### src/verilog/pme_consts.svh
// pme_consts.svh: offsets, field positions and reset values of the pme router
// assumes: included by bare name from the package and both ends
`ifndef PME_CONSTS_SVH
`define PME_CONSTS_SVH
`define PME_OFF_ROOT_CTRL 8'h1C
`define PME_OFF_ROOT_STATUS 8'h20
`define PME_OFF_MISC_PORT_CONFIG 8'hD8
`define PME_OFF_PM_CTRL_STATUS 8'hDC
`define PME_OFF_GPE_STATUS 8'hE0
`define PME_OFF_GPE_ENABLE 8'hE4
`define PME_BIT_INT_EN 3
`define PME_BIT_RS_STATUS 16
`define PME_BIT_SCI_ROUTE 31
`define PME_BIT_SMI_ROUTE 0
`define PME_BIT_POWER_MGMT_CTRL_STATUS_STATUS 31
`define PME_BIT_POWER_MGMT_CTRL_STATUS_EN 8
`define PME_BIT_GPE_PCIE 17
`define PME_REQ_ID_W 16
`define PME_RESET_WORD 32'h0000_0000
`endif

### src/verilog/pme_pkg.sv
// pme_pkg.sv: types shared by both ends of the pme router
// assumes: pme_consts.svh is on the include path
package pme_pkg;
  `include "pme_consts.svh"
  typedef logic [`PME_REQ_ID_W-1:0] req_id_t;
  typedef logic [31:0] word_t;
  typedef logic [7:0] cfg_addr_t;
  typedef enum logic [1:0] {ROUTE_NATIVE, ROUTE_SCI, ROUTE_SMI} route_t;
endpackage

### src/verilog/pme_if.sv
// pme_if.sv: config-access and pme-message link between host and root port
// assumes: single clock; host is the only master of the config accesses
`timescale 1ns/1ps
interface pme_if;
  logic msg_valid;
  pme_pkg::req_id_t msg_req_id;
  logic cfg_wr;
  logic cfg_rd;
  pme_pkg::cfg_addr_t cfg_addr;
  pme_pkg::word_t cfg_wdata;
  pme_pkg::word_t cfg_rdata;
  logic cfg_ack;
  logic pme_irq;
  logic sci;
  logic smi;
  modport dev (input msg_valid, msg_req_id, cfg_wr, cfg_rd, cfg_addr, cfg_wdata,
    output cfg_rdata, cfg_ack, pme_irq, sci, smi);
  modport host (output msg_valid, msg_req_id, cfg_wr, cfg_rd, cfg_addr, cfg_wdata,
    input cfg_rdata, cfg_ack, pme_irq, sci, smi);
endinterface

### src/verilog/root_port_pme_event_router.sv
// root_port_pme_event_router.sv: root port pme status, routing and gpe block
// assumes: pme messages arrive as one-cycle pulses on the ref clock
`timescale 1ns/1ps
`include "pme_consts.svh"
module root_port_pme_event_router (
  input wire logic i_ref_clk, // 40 mhz clock
  input wire logic i_rstn, // async reset, active low
  pme_if.dev lnk, // message and config link
  output logic o_route_sci // sci route currently selected
);
  // no wake input is provided at this port
  // root status flag, held id and one pending message
  logic rs_stat_r;
  logic rs_stat_nxt;
  logic pend_r;
  logic pend_nxt;
  pme_pkg::req_id_t req_id_r;
  pme_pkg::req_id_t req_id_nxt;
  pme_pkg::req_id_t pend_id_r;
  pme_pkg::req_id_t pend_id_nxt;
  // enables and route selects written by the host
  logic int_en_r;
  logic int_en_nxt;
  logic sci_route_r;
  logic sci_route_nxt;
  logic smi_route_r;
  logic smi_route_nxt;
  // pm status, pm enable and gpe bit 17 pair
  logic power_mgmt_ctrl_status_stat_r;
  logic power_mgmt_ctrl_status_stat_nxt;
  logic power_mgmt_ctrl_status_en_r;
  logic power_mgmt_ctrl_status_en_nxt;
  logic gpe_stat_r;
  logic gpe_stat_nxt;
  logic gpe_en_r;
  logic gpe_en_nxt;
  // bus answer and event outputs, all flops
  pme_pkg::word_t rdata_r;
  pme_pkg::word_t rdata_nxt;
  logic ack_r;
  logic ack_nxt;
  logic irq_r;
  logic irq_nxt;
  logic sci_r;
  logic sci_nxt;
  logic smi_r;
  logic smi_nxt;
  logic route_r;
  logic route_nxt;
  // decoded strobes of this cycle
  logic wr_rs;
  logic wr_dc;
  logic wr_ge;
  logic msg;
  logic clr_rs;

  always_comb begin
    wr_rs = lnk.cfg_wr && (lnk.cfg_addr == `PME_OFF_ROOT_STATUS);
    wr_dc = lnk.cfg_wr && (lnk.cfg_addr == `PME_OFF_PM_CTRL_STATUS);
    wr_ge = lnk.cfg_wr && (lnk.cfg_addr == `PME_OFF_GPE_STATUS);
    msg = lnk.msg_valid;
    clr_rs = wr_rs && lnk.cfg_wdata[`PME_BIT_RS_STATUS];
    rs_stat_nxt = rs_stat_r;
    req_id_nxt = req_id_r;
    pend_nxt = pend_r;
    pend_id_nxt = pend_id_r;
    power_mgmt_ctrl_status_stat_nxt = power_mgmt_ctrl_status_stat_r;
    gpe_stat_nxt = gpe_stat_r;
    int_en_nxt = int_en_r;
    sci_route_nxt = sci_route_r;
    smi_route_nxt = smi_route_r;
    power_mgmt_ctrl_status_en_nxt = power_mgmt_ctrl_status_en_r;
    gpe_en_nxt = gpe_en_r;
    if (clr_rs) begin
      rs_stat_nxt = 1'b0;
    end
    // a message held back while the flag was set is reloaded on clear
    if (clr_rs && pend_r) begin
      rs_stat_nxt = 1'b1;
      req_id_nxt = pend_id_r;
      pend_nxt = 1'b0;
    end
    if (msg) begin
      if (!rs_stat_r || (clr_rs && !pend_r)) begin
        rs_stat_nxt = 1'b1;
        req_id_nxt = lnk.msg_req_id;
      end else begin
        pend_nxt = 1'b1;
        pend_id_nxt = lnk.msg_req_id;
      end
    end
    if (wr_dc && lnk.cfg_wdata[`PME_BIT_POWER_MGMT_CTRL_STATUS_STATUS]) begin
      power_mgmt_ctrl_status_stat_nxt = 1'b0;
    end
    if (msg && power_mgmt_ctrl_status_en_r) begin
      power_mgmt_ctrl_status_stat_nxt = 1'b1;
    end
    if (wr_ge && lnk.cfg_wdata[`PME_BIT_GPE_PCIE]) begin
      gpe_stat_nxt = 1'b0;
    end
    if (msg && sci_route_r) begin
      gpe_stat_nxt = 1'b1;
    end
    if (lnk.cfg_wr) begin
      if (lnk.cfg_addr == `PME_OFF_ROOT_CTRL) begin
        int_en_nxt = lnk.cfg_wdata[`PME_BIT_INT_EN];
      end else if (lnk.cfg_addr == `PME_OFF_MISC_PORT_CONFIG) begin
        sci_route_nxt = lnk.cfg_wdata[`PME_BIT_SCI_ROUTE];
        smi_route_nxt = lnk.cfg_wdata[`PME_BIT_SMI_ROUTE];
      end else if (lnk.cfg_addr == `PME_OFF_PM_CTRL_STATUS) begin
        power_mgmt_ctrl_status_en_nxt = lnk.cfg_wdata[`PME_BIT_POWER_MGMT_CTRL_STATUS_EN];
      end else if (lnk.cfg_addr == `PME_OFF_GPE_ENABLE) begin
        gpe_en_nxt = lnk.cfg_wdata[`PME_BIT_GPE_PCIE];
      end
    end
  end

  always_comb begin
    ack_nxt = lnk.cfg_rd || lnk.cfg_wr;
    rdata_nxt = `PME_RESET_WORD;
    if (lnk.cfg_rd) begin
      if (lnk.cfg_addr == `PME_OFF_ROOT_STATUS) begin
        rdata_nxt[`PME_REQ_ID_W-1:0] = req_id_r;
        rdata_nxt[`PME_BIT_RS_STATUS] = rs_stat_r;
        rdata_nxt[`PME_BIT_RS_STATUS+1] = pend_r;
      end else if (lnk.cfg_addr == `PME_OFF_ROOT_CTRL) begin
        rdata_nxt[`PME_BIT_INT_EN] = int_en_r;
      end else if (lnk.cfg_addr == `PME_OFF_MISC_PORT_CONFIG) begin
        rdata_nxt[`PME_BIT_SCI_ROUTE] = sci_route_r;
        rdata_nxt[`PME_BIT_SMI_ROUTE] = smi_route_r;
      end else if (lnk.cfg_addr == `PME_OFF_PM_CTRL_STATUS) begin
        rdata_nxt[`PME_BIT_POWER_MGMT_CTRL_STATUS_STATUS] = power_mgmt_ctrl_status_stat_r;
        rdata_nxt[`PME_BIT_POWER_MGMT_CTRL_STATUS_EN] = power_mgmt_ctrl_status_en_r;
      end else if (lnk.cfg_addr == `PME_OFF_GPE_STATUS) begin
        rdata_nxt[`PME_BIT_GPE_PCIE] = gpe_stat_r;
      end else if (lnk.cfg_addr == `PME_OFF_GPE_ENABLE) begin
        rdata_nxt[`PME_BIT_GPE_PCIE] = gpe_en_r;
      end
    end
    // native only while sci route is off
    irq_nxt = int_en_nxt && rs_stat_nxt && !sci_route_nxt;
    sci_nxt = gpe_stat_nxt && gpe_en_nxt;
    smi_nxt = smi_route_nxt && rs_stat_nxt;
    route_nxt = sci_route_nxt;
  end

  always_ff @(posedge i_ref_clk or negedge i_rstn) begin
    if (!i_rstn) begin
      rs_stat_r <= 1'b0;
      pend_r <= 1'b0;
      req_id_r <= '0;
      pend_id_r <= '0;
      int_en_r <= 1'b0;
      sci_route_r <= 1'b0;
      smi_route_r <= 1'b0;
      power_mgmt_ctrl_status_stat_r <= 1'b0;
      power_mgmt_ctrl_status_en_r <= 1'b0;
      gpe_stat_r <= 1'b0;
      gpe_en_r <= 1'b0;
      rdata_r <= `PME_RESET_WORD;
      ack_r <= 1'b0;
      irq_r <= 1'b0;
      sci_r <= 1'b0;
      smi_r <= 1'b0;
      route_r <= 1'b0;
    end else begin
      rs_stat_r <= rs_stat_nxt;
      pend_r <= pend_nxt;
      req_id_r <= req_id_nxt;
      pend_id_r <= pend_id_nxt;
      int_en_r <= int_en_nxt;
      sci_route_r <= sci_route_nxt;
      smi_route_r <= smi_route_nxt;
      power_mgmt_ctrl_status_stat_r <= power_mgmt_ctrl_status_stat_nxt;
      power_mgmt_ctrl_status_en_r <= power_mgmt_ctrl_status_en_nxt;
      gpe_stat_r <= gpe_stat_nxt;
      gpe_en_r <= gpe_en_nxt;
      rdata_r <= rdata_nxt;
      ack_r <= ack_nxt;
      irq_r <= irq_nxt;
      sci_r <= sci_nxt;
      smi_r <= smi_nxt;
      route_r <= route_nxt;
    end
  end

  assign lnk.cfg_rdata = rdata_r;
  assign lnk.cfg_ack = ack_r;
  assign lnk.pme_irq = irq_r;
  assign lnk.sci = sci_r;
  assign lnk.smi = smi_r;
  assign o_route_sci = route_r;
endmodule // root_port_pme_event_router

### src/flat_wrapper.sv
// flat-port wrapper written by rule: the top's interface ports become plain ports
module root_port_pme_event_router_flat 
  (i_ref_clk, i_rstn, o_route_sci, lnk_msg_valid, lnk_msg_req_id, lnk_cfg_wr, lnk_cfg_rd, lnk_cfg_addr, lnk_cfg_wdata, lnk_cfg_rdata, lnk_cfg_ack, lnk_pme_irq, lnk_sci, lnk_smi);
  pme_if lnk_i ();
  input wire logic i_ref_clk;
  input wire logic i_rstn;
  output logic o_route_sci;
  input wire logic [$bits(lnk_i.msg_valid)-1:0] lnk_msg_valid;
  input wire logic [$bits(lnk_i.msg_req_id)-1:0] lnk_msg_req_id;
  input wire logic [$bits(lnk_i.cfg_wr)-1:0] lnk_cfg_wr;
  input wire logic [$bits(lnk_i.cfg_rd)-1:0] lnk_cfg_rd;
  input wire logic [$bits(lnk_i.cfg_addr)-1:0] lnk_cfg_addr;
  input wire logic [$bits(lnk_i.cfg_wdata)-1:0] lnk_cfg_wdata;
  output wire logic [$bits(lnk_i.cfg_rdata)-1:0] lnk_cfg_rdata;
  output wire logic [$bits(lnk_i.cfg_ack)-1:0] lnk_cfg_ack;
  output wire logic [$bits(lnk_i.pme_irq)-1:0] lnk_pme_irq;
  output wire logic [$bits(lnk_i.sci)-1:0] lnk_sci;
  output wire logic [$bits(lnk_i.smi)-1:0] lnk_smi;
  assign lnk_i.msg_valid = lnk_msg_valid;
  assign lnk_i.msg_req_id = lnk_msg_req_id;
  assign lnk_i.cfg_wr = lnk_cfg_wr;
  assign lnk_i.cfg_rd = lnk_cfg_rd;
  assign lnk_i.cfg_addr = lnk_cfg_addr;
  assign lnk_i.cfg_wdata = lnk_cfg_wdata;
  assign lnk_cfg_rdata = lnk_i.cfg_rdata;
  assign lnk_cfg_ack = lnk_i.cfg_ack;
  assign lnk_pme_irq = lnk_i.pme_irq;
  assign lnk_sci = lnk_i.sci;
  assign lnk_smi = lnk_i.smi;
  root_port_pme_event_router u_core (.i_ref_clk(i_ref_clk), .i_rstn(i_rstn), .lnk(lnk_i), .o_route_sci(o_route_sci));
endmodule
### config.mk
export PLATFORM = sky130hd
export DESIGN_NAME = root_port_pme_event_router_flat
export DESIGN_NICKNAME = d
export VERILOG_FILES = /design/src/verilog/pme_pkg.sv /design/src/verilog/pme_if.sv /design/src/verilog/root_port_pme_event_router.sv /design/src/flat_wrapper.sv
export VERILOG_INCLUDE_DIRS = /design/src /design/src/verilog
export SDC_FILE = /design/constraint.sdc
export NUM_CORES = 1
export LEC_CHECK = 0
export ABC_AREA = 0
export BUFFER_PORTS_ARGS = -buffer_cell sky130_fd_sc_hd__buf_2
export CAP_MARGIN = 5
export CORE_MARGIN = 3
export CORE_UTILIZATION = 50
export DETAILED_ROUTE_END_ITERATION = 12
export PLACE_DENSITY = 0.81
export SYNTH_ARGS = -nofsm -noshare
export SYNTH_HDL_FRONTEND = slang
export SYNTH_SLANG_ARGS = --single-unit
### constraint.sdc
create_clock -name i_ref_clk -period 3.5 [get_ports i_ref_clk]
set_clock_uncertainty 0.05 [all_clocks]
set_input_delay 0.7 -clock i_ref_clk [delete_from_list [all_inputs] [get_ports i_ref_clk]]
set_output_delay 0.7 -clock i_ref_clk [all_outputs]
set_load 0.05 [all_outputs]
======== Word-level counts from Yosys, hierarchy flattened ========
Index checks and enable logic that the tools add are counted.
operators by class
  reductions and logical operators ........ 22
  bitwise operators ....................... 3
  equality and inequality tests ........... 6
  muxes and demuxes ....................... 51
operators by type and width
  operator                                       count
  2-to-1 mux 16 bit                              3
  2-to-1 mux 1 bit                               44
  == test 8 bit, second input constant           4
  2-to-1 mux 18 bit                              1
  logical AND 1 bit                              14
  == test 8 x 5 -> 1 bit, second input constant  1
  == test 8 x 6 -> 1 bit, second input constant  1
  2-to-1 mux 8 bit                               1
  2-to-1 mux 4 bit                               1
  AND reduction 4 bit                            1
  zero test 1 bit                                3
  inverter 1 bit                                 3
  logical OR 1 bit                               2
  2-to-1 mux 2 bit                               1
  AND reduction 2 bit                            1
  nonzero test 2 bit                             1
storage, ports and cells
  input bits .............................. 61
  flip-flop bits (word level) ............. 64
  logic and storage cells ................. 98
  output and inout bits ................... 37

======== Depth between registers and ports, before layout ========
Gate-level depths: netlist (run 1).
  depth after elaboration ................. 9
  gate-level depth with buffers ........... 7

======== Least setup slack after synthesis (run 1) ========
OpenSTA, ideal clock, no wires.
  kind .................................... input-to-reg
  start point ............................. input port lnk_cfg_addr[2]
  end point ............................... register u_core.pend_id_r[10]
  stages .................................. 7
  setup slack ............................. 1.262 ns
  buffers on the path ..................... 3
  setup time .............................. 0.125 ns
  data required time ...................... 3.325 ns
  arrival ................................. 2.063 ns
  cells stage by stage .................... buf_6 nor4b_4 nand3_2 o211a_1 buf_6 buf_12 mux2_4
on the way
  longest elaborated chain between the ends .. 7
ends and longest elaborated chain
  what                              line                               text
  start: declaration                flat_wrapper.sv:12                 input wire logic [$bits(lnk_i.cfg_addr)-1:0] lnk_cfg_addr;
  == test 8 x 6 -> 1 bit (no line)  --
  logical AND 1 bit                 root_port_pme_event_router.sv:58   wr_rs = lnk.cfg_wr && (lnk.cfg_addr == `PME_OFF_ROOT_STATUS);
  logical AND 1 bit                 root_port_pme_event_router.sv:62   clr_rs = wr_rs && lnk.cfg_wdata[`PME_BIT_RS_STATUS];
  logical AND 1 bit                 root_port_pme_event_router.sv:84   if (!rs_stat_r || (clr_rs && !pend_r)) begin
  logical OR 1 bit                  root_port_pme_event_router.sv:84
  inverter 1 bit (no line)          --
  AND reduction 2 bit (no line)     --
  end signal: assignment            root_port_pme_event_router.sv:170  pend_id_r <= pend_id_nxt;
  end: declaration                  root_port_pme_event_router.sv:19   pme_pkg::req_id_t pend_id_r;
Every way passes these cells.
A chain may end at the register's enable or synchronous reset.

======== Worst setup path after layout (run 1) ========
  start point ............................. input port lnk_cfg_addr[7]
  end point ............................... register u_core.req_id_r[10]
on the way
  longest elaborated chain between the ends .. 7
ends and longest elaborated chain
  what                                                   line                                                                text
  == test 8 x 6 -> 1 bit (no line) (*)                   --
  logical AND 1 bit (*)                                  root_port_pme_event_router.sv:58
  logical AND 1 bit (*)                                  root_port_pme_event_router.sv:62
  logical AND 1 bit, on equally long branches            root_port_pme_event_router.sv:78, root_port_pme_event_router.sv:84
  2-to-1 mux 16 bit or logical OR 1 bit (tied branches)  root_port_pme_event_router.sv:78, root_port_pme_event_router.sv:84
  2-to-1 mux 16 bit                                      root_port_pme_event_router.sv:84
  2-to-1 mux 16 bit (*)                                  root_port_pme_event_router.sv:83                                    if (msg) begin
  net u_core.req_id_nxt[10]                              root_port_pme_event_router.sv:18                                    pme_pkg::req_id_t req_id_nxt;
  end signal: assignment                                 root_port_pme_event_router.sv:169                                   req_id_r <= req_id_nxt;
  end: declaration                                       root_port_pme_event_router.sv:17                                    pme_pkg::req_id_t req_id_r;
The timed path passes the listed nets; every way through them passes the cells marked *.

==> PnR_summary.wiki, run 1 <==
{| class="wikitable"
! Metric !! Value
|-
| Synth top area cells || dfrtp_1 (56%), mux2i_1 (5.6%), mux2_4 (4.8%), mux2_2 (4.8%), and2_1 (3.7%)
|-
| Routed via count divided by cell count || 5.089
|-
| Class of the most critical setup path || in2reg
|-
| DRC violation count after routing || 0
|-
| Post-route fraction of the period consumed by the critical path || 65.05%
|-
| Library cell occupying the most area in the post-synthesis netlist || dfrtp_1
|-
| Clock H-tree levels || 3
|-
| M2 GR Usage || 28.75%
|-
| Die Outline Area || 0.006618 mm^2
|-
| Hold WS || 0.3309 ns
|-
| Number of ports placed on the die boundary || 98
|-
| Total congestion overflow after global routing || 0
|-
| Sw power || 405.1 uW
|-
| Endpoints failing setup || 0
|-
| GR Util met3 || 4.545%
|-
| Number of synthesized register bits || 64
|-
| Largest net degree at the start of global routing || 33
|-
| Share of async-settable or async-resettable flops after synthesis || 100.0%
|-
| Core Box Area || 0.005303 mm^2
|-
| Number of enable-type register cells in the synthesized netlist || 0
|-
| Cell leakage power || 1.573 nW
|-
| Register area share after synthesis || 56.41%
|-
| Placed instance count || 342
|-
| Cell row count || 26
|-
| CTS tree || built
|-
| Iteration-0 DRC Markers || 104
|-
| Count of nets left with antenna violations after detail routing || 0
|-
| Storage element area || 0.001602 mm^2
|-
| Mean cell area of the mapped netlist || 12.79 um^2
|-
| Predominant post-synthesis flop cell || dfrtp_1
|-
| Antenna cell count || 0
|-
| Post-detailed-route wirelength per cell || 14.74 um
|-
| Latest clock arrival within the worst-skew pair || 0.33 ns
|-
| I/O Buffers || 58
|-
| Final-layout fill cell count || 420
|-
| Slew @ Worst Pin || 0.8206 ns
|-
| Net count of the finished layout || 344
|-
| VDD IR max || 0.2894 mV
|-
| Internal portion of total power || 1.180 mW
|-
| Global-route wire length before repair || 8.825 mm
|-
| RSZ-0062 raised after global routing || no
|-
| Launching element type of the critical path || input pin
|-
| Critical path endpoint category || flop
|-
| Proportion of power drawn by combinational gates || 11.0%
|-
| Clock transition at the register clock pins on the worst setup and hold paths after CTS || 0.07 ns
|-
| Initial standard-cell utilization of the core || 53.54%
|-
| Initial antenna violation count || 0
|-
| Horizontal die dimension || 81.35 um
|-
| Global-route usage over all layers || 17.97%
|-
| Area share of the largest cell type after synthesis || 56.41%
|-
| Top fanout value on the critical path || 17
|-
| Non-filler instance count after layout || 358
|-
| Share of post-route cells with drive strength above 1 || 37.50%
|-
| Most crowded layer after global routing || met2
|-
| Outcome || complete, no violations
|-
| Data required time at the worst endpoint || 3.63 ns
|-
| Total of max-cap violations || 0
|-
| Number of warnings issued by yosys || 0
|-
| Gates resized, CTS repair || 0
|-
| Total count of hold-check failures in the final report || 0
|-
| Power density of the placed cells || 481.7 mW/mm^2
|-
| Met1 GRT Util || 22.87%
|-
| Num CTS Buffers || 9
|-
| Pins Over Slew Limit || 0
|-
| Cells after synthesis || 222
|-
| Min Clock Period, post-route || 2.277 ns
|-
| Layout area overhead || 15.95%
|-
| Die height || 81.35 um
|-
| Arrival time of data at the critical path endpoint || 2.40 ns
|-
| Count of buffers added by post-CTS timing repair for setup || 0
|-
| Sw Ratio || 25.55%
|-
| Largest buffer count on any clock path || 2
|-
| Total via count after detailed routing || 1822
|-
| Half-perimeter wire length after placement || 3.715 mm
|-
| Part of the power in the clock network || 36.9%
|-
| Most frequent cells after synthesis || dfrtp_1 (64), nand2_1 (20), o21ai_0 (18), and2_1 (17), mux2i_1 (16)
|-
| Final TNS setup || 0 ns
|-
| Combined area of the multi-input logic cells || 0.001097 mm^2
|-
| Number of clock sinks || 64
|-
| Timing-limited maximum frequency || 439.2 MHz
|-
| Class of the tightest hold or removal check || in2async
|-
| Number of hold buffers added after cts || 0
|-
| Cell area after technology mapping || 0.002839 mm^2
|-
| Via count of the first global-routing pass || 1861
|-
| TritonRoute pass-1 iters || 4
|-
| Master cell of the clock root buffer || clkbuf_8
|-
| Placer's final routability congestion estimate || 0.8163
|-
| Final wirelength || 5.277 mm
|-
| Rel. slew slack || 45.30%
|-
| Distinct cells, synth || 42
|-
| Library cell with the highest instance count after synthesis || dfrtp_1
|-
| Share of total power in sequential cells || 52.1%
|}
## registers in the layout (all words and copies together), names as in the netlist
register                              count
u_core.lnk.smi                            1
u_core.lnk.cfg_rdata                     19
u_core.power_mgmt_ctrl_status_stat_r      1
u_core.gpe_en_r                           1
u_core.power_mgmt_ctrl_status_en_r        1
u_core.rs_stat_r                          1
u_core.pend_id_r                         16
u_core.req_id_r                          16
u_core.lnk.cfg_ack                        1
u_core.lnk.pme_irq                        1
u_core.smi_route_r                        1
u_core.pend_r                             1
u_core.sci_route_r                        1
u_core.gpe_stat_r                         1
u_core.int_en_r                           1
u_core.lnk.sci                            1
## area by class of cell
cell class | count | area share (%)
Tap cell | 70 | 2.661
Inverter | 2 | 0.2280
Multi-Input combinational cell | 146 | 33.33
Clock buffer | 12 | 5.017
Sequential cell | 64 | 48.65
Timing Repair Buffer | 60 | 9.274
Clock inverter | 4 | 0.8362
## worst paths after layout
check / start / endpoint / slack, ns / depth (start not counted)
worst max-delay path: lnk_cfg_addr[7] / u_core.req_id_r[10]$_DFF_PN0_ / 1.22 / 5
worst min-delay path: i_rstn / u_core.lnk.cfg_rdata[31]$_DFF_PN0_ / 0.33 / 1
worst max register to register: u_core.pend_r$_DFF_PN0_ / u_core.pend_id_r[5]$_DFFE_PN0P_ / 1.79 / 2
worst min register to register: u_core.req_id_r[13]$_DFF_PN0_ / u_core.lnk.cfg_rdata[13]$_DFF_PN0_ / 0.43 / 1
max in group asynchronous: i_rstn / u_core.lnk.cfg_rdata[3]$_DFF_PN0_ / 2.37 / 2
min in group i_ref_clk: u_core.req_id_r[13]$_DFF_PN0_ / u_core.lnk.cfg_rdata[13]$_DFF_PN0_ / 0.43 / 1
## worst max-delay path: stages
cell     delay [ns]
buf_2          0.12
nor4_4         0.47
and4_2         0.71
mux2i_1        0.26
o21ai_0        0.13
## per-stage QoR
step	instance area, um^2	worst slack, ns	power (mW)	utilization [%]
3_5_place_dp	3099	0.8929	1.015	58.45
3_3_place_gp	3099	0.8838	1.006	58.45
4_1_cts	3292	1.243	1.603	62.08
2_1_floorplan	2884	1.262	0.9627	-
6_report	3292	1.223	1.586	62.08
5_1_grt	3292	1.139	1.661	62.08
## power by group through the flow
stage | clock (mW) | sequential (mW) | combinational (mW)
floorplan | 0 | 0.840 | 0.123
global placement | 0 | 0.836 | 0.170
detailed placement | 0 | 0.840 | 0.175
CTS | 0.601 | 0.826 | 0.176
global route | 0.635 | 0.833 | 0.193
finish | 0.585 | 0.826 | 0.174
## kinds of logic after synthesis
kind of cell / share of synthesized area (%)
buffers and inverters: 6.522
other: 0.1321
and+or+nand+nor: 14.19
AOI/OAI and AO/OA: 7.581
DFF: 56.41
muxes: 15.16
## placed cells by master, fill, tap and decap left out, drive strengths merged
| master | count |
|---|---|
| a22o | 2 |
| and4 | 1 |
| nand3 | 4 |
| conb | 13 |
| a22oi | 3 |
| nor2 | 1 |
| or2 | 1 |
| and2 | 18 |
| nand3b | 1 |
| o211a | 1 |
| nand2b | 1 |
| clkbuf | 12 |
| clkinv | 1 |
| a41o | 1 |
| a211oi | 1 |
| nor3b | 4 |
| and4bb | 2 |
| o21ai | 18 |
| dfrtp | 64 |
| nor2b | 4 |
| a311oi | 1 |
| a21o | 2 |
| a21boi | 1 |
| a32oi | 1 |
| and4b | 1 |
| mux2 | 21 |
| nor4 | 1 |
| nor4b | 1 |
| inv | 2 |
| mux2i | 16 |
| nand4 | 1 |
| nand2 | 20 |
| and3 | 2 |
| buf | 60 |
| a21oi | 1 |
| a32o | 1 |
| clkinvlp | 3 |
## routing by layer
metal  vias up  routed length (um)
met2        60                2623
li1        868                   -
met5         -                   0
met1       883                2258
met4         0                  89
met3        11                 305
No activity file was read; power rests on OpenSTA's default activity.
==> run 2: changes to the inputs <==
==> constraint.sdc (replaced) <==
create_clock -name i_ref_clk -period 2.2 [get_ports i_ref_clk]
set_clock_uncertainty 0.05 [all_clocks]
set_input_delay 0.44 -clock i_ref_clk [delete_from_list [all_inputs] [get_ports i_ref_clk]]
set_output_delay 0.44 -clock i_ref_clk [all_outputs]
set_load 0.05 [all_outputs]
==> run 2 against run 1 <==
Effect of this change: register-to-register slack worse by 1.1 ns; worst hold slack worse by 0.30 ns; clock power is 67% higher; cell area is 2.6% higher; largest power group unchanged; largest cell class unchanged; sequential share of layout area is 1.2 points lower.
==> PnR_summary.wiki, run 2 (same netlist as run 1, synthesis figures left out) <==
{| class="wikitable"
! Metric !! Value
|-
| Outcome || complete, no violations (unchanged)
|-
| Total of max-cap violations || 0 (unchanged)
|-
| Post-layout util || 63.69% (was 62.08%)
|-
| CTS tree || built (unchanged)
|-
| Class of the most critical setup path || in2reg (unchanged)
|-
| Post-detailed-route wirelength per cell || 14.67 um (was 14.74 um)
|-
| Final wirelength || 5.311 mm (was 5.277 mm)
|-
| Slowest library cell on the worst path || nor4b_4 (was and4_2)
|-
| Count of nets left with antenna violations after detail routing || 0 (unchanged)
|-
| Slack of the worst reg-to-reg path || 0.71 ns (was 1.79 ns)
|-
| Rel. slew slack || 64.68% (was 45.30%)
|-
| Routed via count divided by cell count || 5.077 (was 5.089)
|-
| DRC violation count after routing || 0 (unchanged)
|-
| Initial antenna violation count || 0 (unchanged)
|-
| Half-perimeter wire length after placement || 3.748 mm (was 3.715 mm)
|-
| Iteration-0 DRC Markers || 115 (was 104)
|-
| Clock transition at the register clock pins on the worst setup and hold paths after CTS || 0.06 ns (was 0.07 ns)
|-
| Timing-limited maximum frequency || 588.9 MHz
|-
| TritonRoute pass-1 iters || 4 (unchanged)
|-
| Clock H-tree levels || 3 (unchanged)
|-
| Latest clock arrival within the worst-skew pair || 0.33 ns (about the same)
|-
| Initial standard-cell utilization of the core || 53.54% (unchanged)
|-
| Leading cell type in the layout, fill and taps excluded || dfrtp_1 (unchanged)
|-
| Global-route usage over all layers || 18.09% (was 17.97%)
|-
| RSZ-0062 raised after global routing || no (unchanged)
|-
| Dominant delay contributor by cell family on the critical path || simple AND/OR/NAND/NOR gates (unchanged)
|-
| Share of post-route cells with drive strength above 1 || 38.01% (was 37.50%)
|-
| Top fanout value on the critical path || 17 (unchanged)
|-
| Cell row count || 26 (unchanged)
|-
| Core Box Area || 0.005303 mm^2 (unchanged)
|-
| Arrival time of data at the critical path endpoint || 1.84 ns (was 2.40 ns)
|-
| Data required time at the worst endpoint || 2.34 ns (was 3.63 ns)
|-
| Global-route wire length before repair || 8.763 mm (was 8.825 mm)
|-
| Storage element area || 0.001602 mm^2 (unchanged)
|-
| Master cell of the clock root buffer || clkbuf_8 (unchanged)
|-
| Power density of the placed cells || 763.8 mW/mm^2 (was 481.7 mW/mm^2)
|-
| Pins Over Slew Limit || 0 (unchanged)
|-
| Number of hold buffers added after cts || 0 (unchanged)
|-
| Endpoints failing setup || 0 (unchanged)
|-
| Slew @ Worst Pin || 0.5298 ns (was 0.8206 ns)
|-
| Class of the tightest hold or removal check || in2async (unchanged)
|-
| Post-route fraction of the period consumed by the critical path || 77.19%
|-
| Logic depth of the worst register-to-register path || 4 (was 2)
|-
| Final TNS setup || 0 ns (unchanged)
|-
| Most frequent cells in the layout || dfrtp_1 (64), buf_2 (58), nand2_1 (20) (unchanged)
|-
| Net count of the finished layout || 348 (was 344)
|-
| Horizontal die dimension || 81.35 um (unchanged)
|-
| Total via count after detailed routing || 1838 (was 1822)
|-
| Number of ports placed on the die boundary || 98 (unchanged)
|-
| Largest net degree at the start of global routing || 43 (was 33)
|-
| Number of buffers and inverters on the critical path || 3 (was 1)
|-
| Slowest cell delay on critical path || 0.31 ns (was 0.71 ns)
|-
| Die height || 81.35 um (unchanged)
|-
| Launching element type of the critical path || input pin (unchanged)
|-
| Total count of hold-check failures in the final report || 0 (unchanged)
|-
| Layout area overhead || 18.95% (was 15.95%)
|-
| Largest register FFs || 19 (unchanged)
|-
| Antenna cell count || 0 (unchanged)
|-
| Largest buffer count on any clock path || 2 (unchanged)
|-
| Critical path endpoint category || flop (unchanged)
|-
| Startpoint of the lowest-slack register-to-register path || u_core.pend_r$_DFF_PN0_ (unchanged)
|-
| Crit-path cells || buf_2, nor4b_4, buf_4, and4_2, buf_12, mux2i_1, o21ai_0 (was buf_2, nor4_4, and4_2, mux2i_1, o21ai_0)
|-
| Num CTS Buffers || 9 (unchanged)
|-
| Capture point of the worst reg-to-reg path || u_core.lnk.pme_irq$_DFF_PN0_ (was u_core.pend_id_r[5]$_DFFE_PN0P_)
|-
| Cell leakage power || 1.617 nW (was 1.573 nW)
|-
| Count of buffers added by post-CTS timing repair for setup || 0 (unchanged)
|-
| Min Clock Period, post-route || 1.698 ns
|-
| Via count of the first global-routing pass || 1849 (was 1861)
|-
| Number of clock sinks || 64 (unchanged)
|-
| Combined area of the multi-input logic cells || 0.001097 mm^2 (unchanged)
|-
| Placer's final routability congestion estimate || 0.8153 (was 0.8163)
|-
| Final-layout fill cell count || 418 (was 420)
|-
| Total congestion overflow after global routing || 0 (unchanged)
|-
| I/O Buffers || 58 (unchanged)
|-
| Gates resized, CTS repair || 0 (unchanged)
|-
| Die Outline Area || 0.006618 mm^2 (unchanged)
|-
| VDD IR max || 0.4115 mV (was 0.2894 mV)
|}
==> run 2: cell types whose count changed in the layout (fill, tap and decap cells not counted), sizes merged <==
| cell | change |
|---|---|
| buf | +4 |
| bufinv | +1 |
| clkbuf | -1 |
| clkinv | +2 |
| clkinvlp | -2 |
==> run 2: metal layers <==
layer | vias to the layer above | routed length [um] | global-route usage (%)
met5 | - | 0 | 0
met4 | 0 | 150 | 11.15
met3 | 13 | 277 | 4.545
met2 | 52 | 2502 | 27.44
met1 | 891 | 2381 | 23.17
li1 | 882 | - | -
==> run 2: power by group <==
group          internal (mW)  switching, mW  total (mW)
combinational          0.120          0.166       0.285
sequential              1.27         0.0499        1.32
clock                  0.552          0.426       0.978
==> run 2: metrics by stage <==
stage	std cells	hold WS (ns)	total power, mW	instance area [um^2]	setup WS (ns)
floorplan	234	0.09441	1.532	2884	0.2221
global placement	346	0.4016	1.608	3179	0.1835
detailed placement	346	0.4037	1.625	3179	0.1600
CTS	362	0.04037	2.607	3377	0.5229
global route	362	0.06236	2.698	3377	0.4313
finish	362	0.03489	2.579	3377	0.5018
==> run 2: worst max-delay path by stage <==
stage               startpoint                               end  slack [ns]  cells past startpoint
2_1_floorplan  lnk_cfg_addr[2]  u_core.pend_id_r[10]$_DFFE_PN0P_        0.22                      7
3_3_place_gp   lnk_cfg_addr[7]  u_core.pend_id_r[12]$_DFFE_PN0P_        0.18                      6
3_5_place_dp   lnk_cfg_addr[7]  u_core.pend_id_r[11]$_DFFE_PN0P_        0.16                      6
4_1_cts        lnk_cfg_addr[7]  u_core.pend_id_r[11]$_DFFE_PN0P_        0.52                      6
5_1_grt        lnk_cfg_addr[2]     u_core.req_id_r[13]$_DFF_PN0_        0.43                      7
6_report       lnk_cfg_addr[2]      u_core.req_id_r[8]$_DFF_PN0_        0.50                      7
==> run 2: worst register-to-register path: stages (launching register included) <==
cell	delay, ns
dfrtp_1	0.42
and4_2	0.22
buf_12	0.17
a211oi_1	0.40
nor3b_1	0.10
==> run 2: area by class of cell <==
cell class                      count  share of cell area [%]
Multi-Input combinational cell    146                   32.49
Inverter                            2                  0.2223
Timing Repair Buffer               64                   11.41
Clock buffer                       11                   4.187
Sequential cell                    64                   47.43
Tap cell                           70                   2.594
Clock inverter                      5                   1.667
